[config.mk]
export PLATFORM = sky130hd
export DESIGN_NAME = lcdrpd_top
export DESIGN_NICKNAME = d
export VERILOG_FILES = /design/src/rtl/lcdrpd_pkg.sv /design/src/rtl/lcdrpd_cmd_if.sv /design/src/rtl/lcdrpd_serial_rx.sv /design/src/rtl/lcdrpd_top.sv
export SDC_FILE = /design/constraint.sdc
export NUM_CORES = 1
export LEC_CHECK = 0
export BUFFER_PORTS_ARGS = -buffer_cell sky130_fd_sc_hd__buf_2
export CORE_ASPECT_RATIO = 1.5
export CORE_MARGIN = 5
export CORE_UTILIZATION = 42
export CTS_CLUSTER_SIZE = 25
export DETAILED_ROUTE_END_ITERATION = 16
export MAX_ROUTING_LAYER = met4
export RECOVER_POWER = 50
export SLEW_MARGIN = 20
export SYNTH_ARGS = -nofsm -noshare
export SYNTH_HDL_FRONTEND = slang
export SYNTH_SLANG_ARGS = --single-unit
[constraint.sdc]
create_clock -name CLK_I -period 3.4 [get_ports CLK_I]
set_clock_uncertainty 0.2 [all_clocks]
set_input_delay 0.17 -clock CLK_I [delete_from_list [all_inputs] [get_ports CLK_I]]
set_output_delay 0.17 -clock CLK_I [all_outputs]
set_load 0.03 [all_outputs]
[src/rtl/lcdrpd_pkg.sv]
// Package with defaults, command codes and timing counts for the reset and power-down block
package lcdrpd_pkg;
    localparam logic [7:0] CMD_DISP_OFF      = 8'hAE;
    localparam logic [7:0] CMD_DISP_ON       = 8'hAF;
    localparam logic [7:0] CMD_ALLON_OFF     = 8'hA4;
    localparam logic [7:0] CMD_ALLON_ON      = 8'hA5;
    localparam logic [7:0] CMD_NORM_DISP     = 8'hA6;
    localparam logic [7:0] CMD_REV_DISP      = 8'hA7;
    localparam logic [7:0] CMD_SEG_NORM      = 8'hA0;
    localparam logic [7:0] CMD_SEG_REV       = 8'hA1;
    localparam logic [7:0] CMD_SW_RESET      = 8'hE2;
    localparam logic [7:0] CMD_RMW_ON        = 8'hE0;
    localparam logic [7:0] CMD_RMW_END       = 8'hEE;
    localparam logic [7:0] CMD_STATIC_OFF    = 8'hAC;
    localparam logic [7:0] CMD_STATIC_ON     = 8'hAD;
    localparam logic [7:0] CMD_COM_NORM      = 8'hC0;
    localparam logic [7:0] CMD_COM_REV       = 8'hC8;
    localparam logic [7:0] CMD_CONTRAST_MODE = 8'h81;
    localparam logic [7:0] CMD_TEST_MODE     = 8'hF0;
    localparam logic [3:0] CMD_PWR_HI        = 4'h2;
    localparam logic [3:0] CMD_RATIO_HI      = 4'h2;
    localparam logic [1:0] CMD_START_HI      = 2'h1;
    localparam logic [3:0] CMD_PAGE_HI       = 4'hB;
    localparam logic [3:0] CMD_COLH_HI       = 4'h1;
    localparam logic [3:0] CMD_COLL_HI       = 4'h0;
    localparam int         PWR_HI_POS        = 3;
    localparam logic [5:0] CONTRAST_RST      = 6'h20;
    localparam logic [2:0] PWR_RST           = 3'h0;
    localparam logic [1:0] STATIC_REG_RST    = 2'h0;
    localparam logic [5:0] START_RST         = 6'h00;
    localparam logic [7:0] COL_RST           = 8'h00;
    localparam logic [3:0] PAGE_RST          = 4'h0;
    localparam int         RESET_BUSY_NS     = 1000;
    localparam int         CLK_PERIOD_PS     = 5000;
    localparam int         RESET_BUSY_CYC    = (RESET_BUSY_NS * 1000) / CLK_PERIOD_PS;
    localparam int         LINE_DIV_CYC      = 64;
    localparam int         LINES_PER_FRAME   = 65;
endpackage

[src/rtl/lcdrpd_cmd_if.sv]
// Interface carrying decoded commands from the host port to the control core
`timescale 1ns/1ps
interface lcdrpd_cmd_if;
    logic       valid;
    logic [7:0] data;
    modport src (output valid, output data);
    modport dst (input valid, input data);
endinterface

[src/rtl/lcdrpd_serial_rx.sv]
// Serial host port receiver: shifts bits MSB first and hands bytes on
`timescale 1ns/1ps
module lcdrpd_serial_rx (
    input  wire logic   clk_i,
    input  wire logic   rst_i,
    input  wire logic   hw_clear_i,
    input  wire logic   sclk_i,
    input  wire logic   sdata_i,
    input  wire logic   cs_n_i,
    lcdrpd_cmd_if.src   cmd
);
    logic [7:0] shift_q;
    logic [2:0] cnt_q;
    logic       sclk_prev_q;
    logic       valid_q;
    logic [7:0] data_q;

    assign cmd.valid = valid_q;
    assign cmd.data  = data_q;

    always_ff @(posedge clk_i or posedge rst_i) begin
        if (rst_i) begin
            shift_q     <= 8'h00;
            cnt_q       <= 3'h0;
            sclk_prev_q <= 1'b1;
            valid_q     <= 1'b0;
            data_q      <= 8'h00;
        end else begin
            sclk_prev_q <= sclk_i;
            valid_q     <= 1'b0;
            if (hw_clear_i || cs_n_i) begin
                // Partial bytes are dropped
                shift_q <= 8'h00;
                cnt_q   <= 3'h0;
            end else if (sclk_i && !sclk_prev_q) begin
                shift_q <= {shift_q[6:0], sdata_i};
                cnt_q   <= cnt_q + 3'h1;
                if (cnt_q == 3'h7) begin
                    valid_q <= 1'b1;
                    data_q  <= {shift_q[6:0], sdata_i};
                end
            end
        end
    end

    hw_clear_empties_a: assert property (@(posedge clk_i) disable iff (rst_i)
        hw_clear_i |=> (cnt_q == 3'h0) && (shift_q == 8'h00))
        else $error("shift register not cleared by hardware reset");
endmodule

[src/rtl/lcdrpd_top.sv]
// Reset, software reset and power-down control core of the LCD driver
`timescale 1ns/1ps
module lcdrpd_top
    import lcdrpd_pkg::*;
#(
    parameter bit RES_CONNECTED_VARIANT = 1'b0,
    parameter int RESET_BUSY_CYCLES     = RESET_BUSY_CYC
) (
    input  wire logic       CLK_I,
    input  wire logic       RST_I,
    input  wire logic       HW_RESET_N_I,
    input  wire logic       DRIVE_STRENGTH_SEL_I,
    input  wire logic       SCLK_I,
    input  wire logic       SDATA_I,
    input  wire logic       CS_N_I,
    input  wire logic       DB_READ_I,
    output logic            STATUS_BUSY_O,
    output logic            STATUS_RESET_O,
    output logic            STATUS_SEG_NORMAL_O,
    output logic            STATUS_DISP_OFF_O,
    output logic            DB_OE_O,
    output logic            DISPLAY_ON_O,
    output logic            REVERSE_DISP_O,
    output logic            ALL_ON_O,
    output logic            POWER_SAVE_O,
    output logic [2:0]      POWER_CTRL_O,
    output logic            RMW_O,
    output logic            STATIC_ON_O,
    output logic [1:0]      STATIC_REG_O,
    output logic [5:0]      START_LINE_O,
    output logic [7:0]      COLUMN_O,
    output logic [3:0]      PAGE_O,
    output logic            COM_REVERSE_O,
    output logic            RATIO_MODE_O,
    output logic            CONTRAST_MODE_O,
    output logic            TEST_MODE_O,
    output logic [5:0]      CONTRAST_O,
    output logic            HIGH_POWER_O,
    output logic            OSC_RUN_O,
    output logic            LINE_CLOCK_OUT_O,
    output logic            FRAME_POLARITY_OUT_O,
    output logic            STATIC_FRAME_OUT_O,
    output logic            DISPLAY_BLANK_N_O
);
    // Pin synchronisers
    logic [1:0] rst_pin_q;
    logic [1:0] drv_pin_q;
    logic [1:0] sclk_pin_q;
    logic [1:0] sdat_pin_q;
    logic [1:0] cs_pin_q;
    logic [1:0] rd_pin_q;
    logic       hw_rst;
    logic       sw_rst;
    logic       busy_d;
    logic       accept;
    logic [31:0] busy_cnt_q;
    logic       init_q;
    logic [7:0] cmd_b;
    logic       cmd_v;
    logic [6:0] div_q;
    logic [6:0] line_q;

    lcdrpd_cmd_if cmd_bus ();

    always_ff @(posedge CLK_I or posedge RST_I) begin
        if (RST_I) begin
            rst_pin_q  <= 2'h0;
            drv_pin_q  <= 2'h3;
            sclk_pin_q <= 2'h3;
            sdat_pin_q <= 2'h0;
            cs_pin_q   <= 2'h3;
            rd_pin_q   <= 2'h0;
        end else begin
            rst_pin_q  <= {rst_pin_q[0], HW_RESET_N_I};
            drv_pin_q  <= {drv_pin_q[0], DRIVE_STRENGTH_SEL_I};
            sclk_pin_q <= {sclk_pin_q[0], SCLK_I};
            sdat_pin_q <= {sdat_pin_q[0], SDATA_I};
            cs_pin_q   <= {cs_pin_q[0], CS_N_I};
            rd_pin_q   <= {rd_pin_q[0], DB_READ_I};
        end
    end

    assign hw_rst = !rst_pin_q[1];

    lcdrpd_serial_rx u_rx (
        .clk_i      (CLK_I),
        .rst_i      (RST_I),
        .hw_clear_i (hw_rst),
        .sclk_i     (sclk_pin_q[1]),
        .sdata_i    (sdat_pin_q[1]),
        .cs_n_i     (cs_pin_q[1]),
        .cmd        (cmd_bus.src)
    );

    assign cmd_v  = cmd_bus.valid;
    assign cmd_b  = cmd_bus.data;
    assign busy_d = hw_rst || (busy_cnt_q != 32'h0);
    assign accept = cmd_v && !busy_d;
    assign sw_rst = accept && (cmd_b == CMD_SW_RESET);

    // Initialisation timer; a software reset also shows as reset in progress
    always_ff @(posedge CLK_I or posedge RST_I) begin
        if (RST_I) begin
            busy_cnt_q <= 32'h0;
            init_q     <= 1'b1;
        end else if (hw_rst || sw_rst) begin
            busy_cnt_q <= 32'(RESET_BUSY_CYCLES);
            init_q     <= 1'b1;
        end else if (busy_cnt_q != 32'h0) begin
            busy_cnt_q <= busy_cnt_q - 32'h1;
        end else begin
            init_q     <= 1'b0;
        end
    end

    always_ff @(posedge CLK_I or posedge RST_I) begin
        if (RST_I) begin
            STATUS_BUSY_O  <= 1'b1;
            STATUS_RESET_O <= 1'b1;
        end else begin
            STATUS_BUSY_O  <= busy_d || sw_rst;
            STATUS_RESET_O <= hw_rst || sw_rst || (init_q && busy_d);
        end
    end

    // Defaults that only the hardware reset restores
    always_ff @(posedge CLK_I or posedge RST_I) begin
        if (RST_I) begin
            DISPLAY_ON_O   <= 1'b0;
            REVERSE_DISP_O <= 1'b0;
            ALL_ON_O       <= 1'b0;
            POWER_SAVE_O   <= 1'b0;
            STATUS_SEG_NORMAL_O <= 1'b1;
            POWER_CTRL_O   <= PWR_RST;
        end else if (hw_rst) begin
            DISPLAY_ON_O   <= 1'b0;
            REVERSE_DISP_O <= 1'b0;
            ALL_ON_O       <= 1'b0;
            POWER_SAVE_O   <= 1'b0;
            STATUS_SEG_NORMAL_O <= 1'b1;
            POWER_CTRL_O   <= PWR_RST;
        end else if (accept && !CONTRAST_MODE_O) begin
            // Software reset falls through here untouched; contrast data is no command
            case (cmd_b)
                CMD_DISP_OFF:  DISPLAY_ON_O   <= 1'b0;
                CMD_DISP_ON:   DISPLAY_ON_O   <= 1'b1;
                CMD_ALLON_OFF: ALL_ON_O       <= 1'b0;
                CMD_ALLON_ON:  ALL_ON_O       <= 1'b1;
                CMD_NORM_DISP: REVERSE_DISP_O <= 1'b0;
                CMD_REV_DISP:  REVERSE_DISP_O <= 1'b1;
                CMD_SEG_NORM:  STATUS_SEG_NORMAL_O <= 1'b1;
                CMD_SEG_REV:   STATUS_SEG_NORMAL_O <= 1'b0;
                default: begin
                    if (cmd_b[7:PWR_HI_POS] == {CMD_PWR_HI, 1'b1}) begin
                        POWER_CTRL_O <= cmd_b[2:0];
                    end
                end
            endcase
            // Display off while all points on is the compound power saver entry
            if (cmd_b == CMD_DISP_OFF && ALL_ON_O) begin
                POWER_SAVE_O <= 1'b1;
            end else if (cmd_b == CMD_ALLON_ON && !DISPLAY_ON_O) begin
                POWER_SAVE_O <= 1'b1;
            end else if (cmd_b == CMD_DISP_ON || cmd_b == CMD_ALLON_OFF) begin
                POWER_SAVE_O <= 1'b0;
            end
        end
    end

    // Defaults shared by hardware and software reset
    always_ff @(posedge CLK_I or posedge RST_I) begin
        if (RST_I) begin
            RMW_O           <= 1'b0;
            STATIC_ON_O     <= 1'b0;
            STATIC_REG_O    <= STATIC_REG_RST;
            START_LINE_O    <= START_RST;
            COLUMN_O        <= COL_RST;
            PAGE_O          <= PAGE_RST;
            COM_REVERSE_O   <= 1'b0;
            RATIO_MODE_O    <= 1'b0;
            CONTRAST_MODE_O <= 1'b0;
            TEST_MODE_O     <= 1'b0;
            CONTRAST_O      <= CONTRAST_RST;
        end else if (hw_rst || sw_rst) begin
            RMW_O           <= 1'b0;
            STATIC_ON_O     <= 1'b0;
            STATIC_REG_O    <= STATIC_REG_RST;
            START_LINE_O    <= START_RST;
            COLUMN_O        <= COL_RST;
            PAGE_O          <= PAGE_RST;
            COM_REVERSE_O   <= 1'b0;
            RATIO_MODE_O    <= 1'b0;
            CONTRAST_MODE_O <= 1'b0;
            TEST_MODE_O     <= 1'b0;
            CONTRAST_O      <= CONTRAST_RST;
        end else if (accept) begin
            if (CONTRAST_MODE_O) begin
                // Second byte of the two-byte contrast command
                CONTRAST_O      <= cmd_b[5:0];
                CONTRAST_MODE_O <= 1'b0;
            end else if (cmd_b == CMD_CONTRAST_MODE) begin
                CONTRAST_MODE_O <= 1'b1;
            end else if (cmd_b == CMD_RMW_ON) begin
                RMW_O <= 1'b1;
            end else if (cmd_b == CMD_RMW_END) begin
                RMW_O <= 1'b0;
            end else if (cmd_b == CMD_STATIC_OFF || cmd_b == CMD_STATIC_ON) begin
                STATIC_ON_O <= cmd_b[0];
            end else if (cmd_b == CMD_COM_NORM) begin
                COM_REVERSE_O <= 1'b0;
            end else if (cmd_b == CMD_COM_REV) begin
                COM_REVERSE_O <= 1'b1;
            end else if (cmd_b == CMD_TEST_MODE) begin
                TEST_MODE_O <= 1'b1;
            end else if (cmd_b[7:6] == CMD_START_HI) begin
                START_LINE_O <= cmd_b[5:0];
            end else if (cmd_b[7:4] == CMD_PAGE_HI) begin
                PAGE_O <= cmd_b[3:0];
            end else if (cmd_b[7:4] == CMD_COLH_HI) begin
                COLUMN_O <= {cmd_b[3:0], COLUMN_O[3:0]};
            end else if (cmd_b[7:4] == CMD_COLL_HI) begin
                COLUMN_O <= {COLUMN_O[7:4], cmd_b[3:0]};
            end else if (cmd_b[7:3] == {CMD_RATIO_HI, 1'b0}) begin
                RATIO_MODE_O <= 1'b1;
            end
        end
    end

    // Drive strength and data bus ignore the reset pin; display status trails its flag a clock
    always_ff @(posedge CLK_I or posedge RST_I) begin
        if (RST_I) begin
            HIGH_POWER_O      <= 1'b0;
            DB_OE_O           <= 1'b0;
            STATUS_DISP_OFF_O <= 1'b1;
        end else begin
            HIGH_POWER_O      <= !drv_pin_q[1];
            DB_OE_O           <= rd_pin_q[1];
            STATUS_DISP_OFF_O <= !DISPLAY_ON_O;
        end
    end

    // Display timing: stopped and outputs high while the reset pin is low
    always_ff @(posedge CLK_I or posedge RST_I) begin
        if (RST_I) begin
            OSC_RUN_O            <= 1'b0;
            div_q                <= 7'h00;
            line_q               <= 7'h00;
            LINE_CLOCK_OUT_O     <= 1'b1;
            FRAME_POLARITY_OUT_O <= 1'b1;
            STATIC_FRAME_OUT_O   <= 1'b1;
            DISPLAY_BLANK_N_O    <= 1'b1;
        end else if (hw_rst) begin
            OSC_RUN_O            <= !RES_CONNECTED_VARIANT;
            div_q                <= 7'h00;
            line_q               <= 7'h00;
            LINE_CLOCK_OUT_O     <= 1'b1;
            FRAME_POLARITY_OUT_O <= 1'b1;
            STATIC_FRAME_OUT_O   <= 1'b1;
            DISPLAY_BLANK_N_O    <= 1'b1;
        end else begin
            OSC_RUN_O <= 1'b1;
            DISPLAY_BLANK_N_O <= DISPLAY_ON_O && !POWER_SAVE_O;
            if (div_q == 7'(LINE_DIV_CYC - 1)) begin
                div_q            <= 7'h00;
                LINE_CLOCK_OUT_O <= !LINE_CLOCK_OUT_O;
                if (LINE_CLOCK_OUT_O) begin
                    if (line_q == 7'(LINES_PER_FRAME - 1)) begin
                        line_q               <= 7'h00;
                        FRAME_POLARITY_OUT_O <= !FRAME_POLARITY_OUT_O;
                        // Static indicator blinks with the frame only when enabled
                        STATIC_FRAME_OUT_O   <= STATIC_ON_O ? !FRAME_POLARITY_OUT_O : 1'b1;
                    end else begin
                        line_q <= line_q + 7'h1;
                    end
                end
            end else begin
                div_q <= div_q + 7'h1;
            end
        end
    end

    outputs_high_a: assert property (@(posedge CLK_I) disable iff (RST_I)
        hw_rst |=> LINE_CLOCK_OUT_O && FRAME_POLARITY_OUT_O && STATIC_FRAME_OUT_O
                   && DISPLAY_BLANK_N_O)
        else $error("display timing outputs not held high in reset");
    hw_defaults_a: assert property (@(posedge CLK_I) disable iff (RST_I)
        hw_rst |=> !DISPLAY_ON_O && !ALL_ON_O && !POWER_SAVE_O && !REVERSE_DISP_O)
        else $error("display defaults not applied");
    seg_power_a: assert property (@(posedge CLK_I) disable iff (RST_I)
        hw_rst |=> STATUS_SEG_NORMAL_O && (POWER_CTRL_O == 3'h0))
        else $error("segment or power control not reset");
    contrast_load_a: assert property (@(posedge CLK_I) disable iff (RST_I)
        (hw_rst || sw_rst) |=> (CONTRAST_O == 6'h20) && !CONTRAST_MODE_O
                               && !TEST_MODE_O && !RATIO_MODE_O)
        else $error("contrast default not loaded");
    shared_defaults_a: assert property (@(posedge CLK_I) disable iff (RST_I)
        (hw_rst || sw_rst) |=> !RMW_O && !STATIC_ON_O && (COLUMN_O == 8'h00)
                               && (PAGE_O == 4'h0) && !COM_REVERSE_O)
        else $error("shared defaults not applied");
    sw_keeps_a: assert property (@(posedge CLK_I) disable iff (RST_I)
        (sw_rst && !hw_rst) |=> $stable(DISPLAY_ON_O) && $stable(POWER_CTRL_O))
        else $error("software reset touched hardware-only defaults");
    busy_refuse_a: assert property (@(posedge CLK_I) disable iff (RST_I)
        (cmd_v && busy_d && !hw_rst && cmd_b == CMD_DISP_ON) |=> $stable(DISPLAY_ON_O))
        else $error("command accepted while busy");
    reset_status_a: assert property (@(posedge CLK_I) disable iff (RST_I)
        (hw_rst || sw_rst) |=> STATUS_RESET_O && STATUS_BUSY_O)
        else $error("reset status not reported");
    drive_mode_a: assert property (@(posedge CLK_I) disable iff (RST_I)
        $rose(drv_pin_q[1]) |=> !HIGH_POWER_O)
        else $error("drive strength not followed");
endmodule

==> results.cfg, run 1 <==
[synth]
syn-instance-count = 554
synth_top_area_share_pct = 46.8
synth_warnings = 0
synth-edff-count = 0
synth.largest_area_cell = dfrtp_1
syn_avg_cell_area_um2 = 10.6
yosysSeqAreaShare_pct = 54.4
syn_area_um2 = 5890
synth-main-ff-cell = dfrtp_1
synthTopCellsByArea = dfrtp_1 47%, dfstp_2 7.6%, nor2_1 3.6%
netlist_top_cells_count = 110 x dfrtp_1, 56 x nor2_1, 38 x nand2_1, 23 x a21oi_1, 23 x nand3_1
ys_ff_latch = 127
synth.lib_cells_used.distinct = 64
async_flop_share_pct = 100
synth.most_common_cell = dfrtp_1

[timing]
relSlewSlack_pct = -6.99
finalSetupViolCount = 0
hold_viol_final = 0
finalCriticalPeriod_ns = 2.70
period_share_pct = 79.4
tns_ns = 0
slew_viol_final = 36
tightest_slew_ns = 1.60
max_freq_mhz = 371
rsz0062_at_grt = no

[global_route]
grt_pass1_wl_um = 23500
grt_overflow = 0
antenna_found_initial = 0
grt_pass1_vias = 4570
grt_max_degree = 59
track_usage_pct = 18.9

[worst_setup_path]
cp_slowest_cell = or4_1
cp_data_arrival_time_ns = 2.80
crit_path_end = busy_cnt_q[31]
crit_family = simple AND/OR/NAND/NOR gates
crit_buf_inv = 0
critPathLaunchType = flop
cp_max_fo = 14
worst-r2r-cell-count = 5
critPathCaptureType = flop
max_stage_delay_ns = 0.62
required_ns = 3.50
r2r_start = busy_cnt_q[12]
path_depth = 5
crit_chain = or4_4, or2_4, or4_1, and3_1, o21a_1
crit_type = reg -> reg
reg2reg_slack_ns = 0.70
startpoint = busy_cnt_q[12]
timing.rr.end = busy_cnt_q[31]

[floorplan]
core-area_um2 = 13900
die_w_um = 107
rows = 53
dieArea_um2 = 16500
fp.dieH_um = 155
start_util_pct = 42.5
io_pins = 58

[layout]
final_cells = 801
drive_gt1_share_pct = 15.3
nets = 638
antenna-diode-count = 0
syn2layout_area_growth_pct = 19.5

[pwr]
power.density_nw_per_um2 = 524
leakage_nw = 3.01
ir_drop_mv = 0.342

[route]
first_pass_iters = 5
viasPerCell = 5.75
wl_per_cell_um = 17.8
ant_nets = 0
drc_errors = 0
drt-total-wl_um = 14200
drt_iter0_drc = 366
vias = 4609

[run_status]
violations = max-capacitance violations, max-slew violations
status = complete, but fails checks

[clock_network]
postCtsHoldBufs = 7
cts_buffers = 17
cts_setup_buffers = 0
cts_max_level = 4
clk_pin_slew_ns = 0.06
cts_root_buf = clkbuf_16
clockBufferDepth = 2
cts_tree = built
clock-sinks = 127
cts-resized-gates = 0
insertion_delay_ns = 0.42

[placed_design]
dp_cells = 762
place.gp.congestion = 0.856
hpwl_um = 10000
portBuffers = 55

[job]
maxCapViolCount = 1

[hold_path]
hold_class = reg -> reg
-- cell families (layout without fill, tap and decap cells) --
group	count (synthesis)	after routing	synth area share [%]
compound gates	110	110	13.2
xor+xnor	26	26	3.87
fa+ha+maj	7	7	1.49
buf+inv	44	125	3.10
flops	127	127	54.4
mux	16	16	2.89
other cells	2	3	0.128
simple gates	222	222	20.9
-- state kept, by name, summed over array words and instances, names as in the netlist, 3 cells and up --
| signal | count |
|---|---|
| COLUMN_O | 8 |
| CONTRAST_O | 6 |
| PAGE_O | 4 |
| POWER_CTRL_O | 3 |
| START_LINE_O | 6 |
| busy_cnt_q | 32 |
| div_q | 7 |
| line_q | 7 |
| u_rx.cmd.data | 8 |
| u_rx.cnt_q | 3 |
| u_rx.shift_q | 7 |
-- metal layers --
layer | track usage [%] | vias up | share of wire [%]
met2 | 32.3 | 128 | 54
met1 | 20.3 | 2285 | 39
met5 | - | - | 0
li1 | - | 2168 | -
met4 | 8.41 | 0 | 2.4
met3 | 5.44 | 28 | 4.7
-- cells in the final DEF, fill, tap and decap left out, drive strengths merged, types with 7 or more instances in the layout --
cell,synthesis,final
dfrtp,110,110
clkbuf,21,68
nor2,56,56
nand2,38,38
buf,9,25
nand3,24,24
a21oi,23,23
dfstp,17,17
nor3,17,17
a22o,15,15
or4,15,15
xnor2,14,14
nor4,14,14
inv,14,13
o21ai,13,13
or3,12,12
xor2,12,12
o31ai,11,11
o22ai,10,10
a211oi,8,8
mux2,8,8
mux2i,8,8
and3,7,7
nand4,7,7
ha,7,7
dlygate4sd3,0,7
-- worst reg2reg max path, stage by stage (launching register included) --
cell and delay, ns:
dfrtp_1 0.44, or4_4 0.59, or2_4 0.35, or4_1 0.63, and3_1 0.21, o21a_1 0.16
-- area by class of cell --
type | instances | area (µm²)
repair buffers | 79 | 425
well taps | 165 | 206
multi-input cells | 384 | 2510
clock buffers | 21 | 450
flip-flops and latches | 127 | 3200
inverters | 14 | 53.8
clock inverters | 11 | 189
fillers | 1288 | 6830
-- power by group --
part / leakage [nW] / internal [mW] / switching, mW / total [mW]
Sequential: 1.67 / 1.54 / 0.0243 / 1.57
Clock: 0.307 / 1.32 / 0.653 / 1.97
Combinational: 1.03 / 0.0450 / 0.102 / 0.147
-- metrics by stage --
step	hold slack [ns]	power [mW]	setup slack, ns	area [µm²]	utilization, %
2_1_floorplan	-0.0255	1.69	0.878	5890	-
3_3_place_gp	0.0743	1.73	0.789	6400	46.2
3_5_place_dp	0.0762	1.74	0.713	6400	46.2
4_1_cts	0.147	3.74	0.712	7110	51.3
5_1_grt	0.149	3.83	0.504	7030	50.7
6_report	0.146	3.68	0.701	7030	50.7
-- worst min-delay path by stage --
stage	from	end	slack [ns]	cells past startpoint
final	rd_pin_q[0]	rd_pin_q[1]	0.15	0
after CTS	rd_pin_q[0]	rd_pin_q[1]	0.15	0
after floorplan	CS_N_I	cs_pin_q[0]	-0.03	0
after global placement	DRIVE_STRENGTH_SEL_I	drv_pin_q[0]	0.07	1
after global routing	rd_pin_q[0]	rd_pin_q[1]	0.15	0
after detailed placement	SCLK_I	sclk_pin_q[0]	0.08	1
No activity file was read; power rests on OpenSTA's default activity.
==> run 2, diff against run 1 <==
Clock period 3.4 ns to 2.3 ns, I/O delays scaled along.
==> run 2 against run 1 <==
Against the previous run:
- first-iteration DRC count is 23% lower
- largest power group unchanged
- cell count is 12% higher
- setup slack worse by 0.83 ns
- final area is 19% higher
- sequential share of layout area is 7.3 points lower
- routed wire length is 18% higher
- critical endpoint is now busy_cnt_q[27]
- utilization is 9.8 points higher
- maximum frequency is 11% higher
- power is 50% higher
- combinational power grew to 2.5 times the previous value
- largest cell class unchanged
- clock-buffer cell count is 1 higher
- the flow finishes with violations (negative setup slack)
- clock power is 44% higher
==> results.cfg, run 2 (synthesized netlist as in run 1, its figures left out) <==
[clock_network]
insertion_delay_ns = 0.41
cts_root_buf = clkbuf_16
cts_tree = built
clockBufferDepth = 2
clk_pin_slew_ns = 0.06
clock-sinks = 127
cts_max_level = 4
cts_buffers = 17

[route]
drc_errors = 0
viasPerCell = 5.66
vias = 5100
wl_per_cell_um = 18.7
drt_iter0_drc = 283
drt-total-wl_um = 16900
first_pass_iters = 5
ant_nets = 0

[pwr]
clock_power_share_pct = 51.4
p_seq_share_pct = 41.9
swShare_pct = 22.1
p_int_mw = 4.30
p_sw_mw = 1.22
leakage_nw = 3.69
ir_drop_mv = 0.459
power.density_nw_per_um2 = 658
combPwrFrac_pct = 6.7

[run_status]
status = complete, but fails checks
violations = negative setup slack

[global_route]
grt_pass1_vias = 5230
antenna_found_initial = 0
grt_pass1_wl_um = 26400
grt_overflow = 0
grt_max_degree = 73
track_usage_pct = 20.6

[timing]
max_freq_mhz = 412
fin_ws_ns = -0.129
finalCriticalPeriod_ns = 2.43
hold_viol_final = 0
finalSetupViolCount = 38
rsz0062_at_grt = yes
slew_viol_final = 0
tns_ns = -1.97
tightest_slew_ns = 1.35
relSlewSlack_pct = 10.2
period_share_pct = 106
holdWs_ns = 0.139

[worst_setup_path]
required_ns = 2.40
critPathLaunchType = flop
cp_data_arrival_time_ns = 2.53
cp_max_fo = 4
crit_type = reg -> reg
critPathCaptureType = flop

[layout]
fin_area_um2 = 8390
regArea_um2 = 3200
nFillCells = 1113
syn2layout_area_growth_pct = 42.5
largest_reg_flops = 32
final_common_cell = dfrtp_1
nets = 738
multi_input_area_um2 = 2930
drive_gt1_share_pct = 39.8
layout_common_cells = 108 x dfrtp_1, 86 x buf_4, 44 x nor2_1, 36 x nand2_1, 36 x buf_2
largest_register = busy_cnt_q
final_cells = 901
antenna-diode-count = 0

[placed_design]
portBuffers = 55
dp_cells = 840
place.gp.congestion = 0.888
hpwl_um = 11000
post_dp_cell_area_um2 = 7030

[floorplan]
core-area_um2 = 13900
rows = 53
fp.dieH_um = 155
io_pins = 58
start_util_pct = 42.5
dieArea_um2 = 16500
die_w_um = 107

[job]
maxCapViolCount = 0

[hold_path]
hold_class = reg -> reg
==> run 2: final timing paths <==
kind / end / start / slack [ns] / cells past startpoint
worst min-delay path: rd_pin_q[1] / rd_pin_q[0] / 0.14 / 0
max in group asynchronous: CONTRAST_O[4] / RST_I / 0.55 / 4
min in group asynchronous: busy_cnt_q[28] / RST_I / 0.38 / 4
worst min register to register: rd_pin_q[1] / rd_pin_q[0] / 0.14 / 0
worst max-delay path: busy_cnt_q[27] / busy_cnt_q[15] / -0.13 / 5
worst max register to register: busy_cnt_q[27] / busy_cnt_q[15] / -0.13 / 5
==> run 2: per-stage QoR <==
step	power, mW	util, %	setup slack [ns]
global placement	2.60	50.7	-0.144
detailed placement	2.61	50.7	-0.171
global route	5.71	60.5	-0.178
finish	5.52	60.5	-0.129
floorplan	2.50	-	-0.123
CTS	5.49	57.4	-0.0754
==> run 2: timing repair <==
item | in CTS | in global routing
endpoints found under the setup margin | 67 | 69
pin swaps | 20 | 34
setup buffers | 10 | 9
resized for setup | 34 | 81
gates cloned | 1 | 3
endpoints found under the hold margin | 124 | 0
hold buffers | 7 | 0
==> run 2: worst max-delay path: stages (launching register included) <==
cell and delay (ns):
dfrtp_1 0.38, or4_4 0.60, or3_4 0.44, nor4_1 0.37, a21oi_1 0.14, o21a_1 0.19
==> run 2: layer usage <==
layer,vias up,part of all wire (%),routed length (µm),GRT usage [%]
li1,2360,-,-,-
met1,2597,37,6290,22.7
met2,116,57,9700,36.8
met3,27,3.4,567,3.03
met4,0,1.9,319,8.59
met5,-,0,0,-
==> run 2: area by class of cell <==
class	instances	share of cell area [%]
tap	165	2.46
clock inverter	10	1.92
timing repair buffer	178	16.2
clock buffer	22	5.54
sequential	127	38.2
inverter	14	0.671
multi-input combinational	385	35.0
==> run 2: power groups by stage <==
stage	sequential, mW	combinational (mW)	clock, mW
3_5_place_dp	2.34	0.270	0
2_1_floorplan	2.35	0.149	0
3_3_place_gp	2.34	0.263	0
5_1_grt	2.31	0.401	3.00
4_1_cts	2.31	0.313	2.87
6_report	2.31	0.371	2.84
==> run 3, diff against run 2 <==
Settings changed: CORE_MARGIN 5 to 3.
==> run 3 against run 2 <==
Against the previous run:
- the run ends with max-capacitance violations, max-slew violations, negative setup slack left
- cell count fell by 3.4%
- global-route usage is 0.65 points higher
- maximum frequency is 3.3% higher
- setup slack better by 0.076 ns
- critical endpoint is now busy_cnt_q[9]
==> results.cfg, run 3 (synthesized netlist as in run 1, its figures left out) <==
[floorplan]
start_util_pct = 43.3
rows = 52
die_w_um = 103
fp.dieH_um = 151
core-area_um2 = 13600
io_pins = 58
dieArea_um2 = 15500

[global_route]
grt_pass1_vias = 5001
grt_max_degree = 68
antenna_found_initial = 0
grt_overflow = 0
grt_pass1_wl_um = 24700
track_usage_pct = 21.2

[pwr]
ir_drop_mv = 0.439
leakage_nw = 3.53
power.density_nw_per_um2 = 664

[timing]
tightest_slew_ns = 1.51
relSlewSlack_pct = -0.783
hold_viol_final = 0
finalCriticalPeriod_ns = 2.35
tns_ns = -0.349
fin_ws_ns = -0.0525
slew_viol_final = 67
max_freq_mhz = 425
period_share_pct = 102
rsz0062_at_grt = yes
finalSetupViolCount = 14

[clock_network]
clk_pin_slew_ns = 0.05
cts_tree = built
clock-sinks = 127
clockBufferDepth = 2
cts_root_buf = clkbuf_16
insertion_delay_ns = 0.42
cts_buffers = 17
cts_max_level = 4

[layout]
final_common_cell = dfrtp_1
syn2layout_area_growth_pct = 32.0
antenna-diode-count = 0
drive_gt1_share_pct = 35.3
largest_reg_flops = 32
layout_common_cells = 107 x dfrtp_1, 83 x buf_4, 56 x buf_2, 55 x nor2_1, 38 x nand2_1
nFillCells = 1155
nets = 710
largest_register = busy_cnt_q
final_cells = 870

[route]
ant_nets = 0
viasPerCell = 5.57
drt_iter0_drc = 237
vias = 4847
drt-total-wl_um = 15100
wl_per_cell_um = 17.3
first_pass_iters = 4
drc_errors = 0

[run_status]
status = complete, but fails checks
violations = max-capacitance violations, max-slew violations, negative setup slack

[job]
maxCapViolCount = 1

[worst_setup_path]
cp_max_fo = 9
cp_data_arrival_time_ns = 2.48
reg2reg_slack_ns = -0.05
critPathLaunchType = flop
crit_type = reg -> reg
critPathCaptureType = flop
required_ns = 2.43

[placed_design]
hpwl_um = 10500
dp_cells = 822
place.gp.congestion = 0.882
portBuffers = 55

[hold_path]
hold_class = in -> reg
[run 3: layer usage]
metal	vias up	track usage, %	wire, µm
met2	111	36.4	8280
li1	2313	-	-
met1	2395	23.5	5860
met4	0	8.93	315
met5	-	-	0
met3	28	4.70	592
[run 3: path summary, 6_finish.rpt]
kind                           startpoint                to  cells past startpoint
max in group asynchronous           RST_I  u_rx.cmd.data[5]                      4
min in group asynchronous           RST_I       rd_pin_q[1]                      4
max reg2reg                busy_cnt_q[19]     busy_cnt_q[9]                      7
min reg2reg                 sdat_pin_q[0]     sdat_pin_q[1]                      0
min                                SCLK_I     sclk_pin_q[0]                      2
max                        busy_cnt_q[19]     busy_cnt_q[9]                      7
[run 3: layout make-up]
class	count	area, µm²	area share, %
clock buffers	21	450	5.80
clock inverters	11	118	1.51
inverters	14	53.8	0.693
multi-input cells	384	2710	34.9
flip-flops and latches	127	3200	41.2
well taps	162	203	2.61
repair buffers	151	1030	13.3
[run 3: power breakdown]
part	internal [mW]	switching, mW	leakage [nW]
logic	0.103	0.171	1.58
registers	2.28	0.0321	1.67
clock network	1.61	0.958	0.277
total	3.99	1.16	3.53
[run 3: per-stage QoR]
stage          power (mW)  setup WS (ns)  instance area [µm²]  util [%]  hold slack (ns)
2_1_floorplan        2.50         -0.123                 5940         -          -0.0805
4_1_cts              5.22        -0.0629                 7670      56.4            0.111
3_5_place_dp         2.60         -0.165                 6910      50.8           0.0213
5_1_grt              5.36         -0.142                 7770      57.1            0.127
3_3_place_gp         2.60        -0.0940                 6910      50.8           0.0201
6_report             5.16        -0.0525                 7770      57.1            0.137
[run 3: worst max-delay path, stage by stage (launching register included)]
cell and delay [ns]:
dfrtp_1 0.37, or4_4 0.55, or2_4 0.31, buf_6 0.16
o31ai_2 0.27, buf_4 0.18, o31ai_1 0.07, a21oi_1 0.15
[run 3: what timing repair did]
| action | CTS | global route |
|---|---|---|
| gates cloned | 0 | 0 |
| setup buffers | 5 | 4 |
| pin swaps | 8 | 6 |
| hold buffers | 7 | 0 |
| gates resized for setup | 18 | 21 |
| setup endpoints to repair | 54 | 68 |
| endpoints found under the hold margin | 133 | 0 |
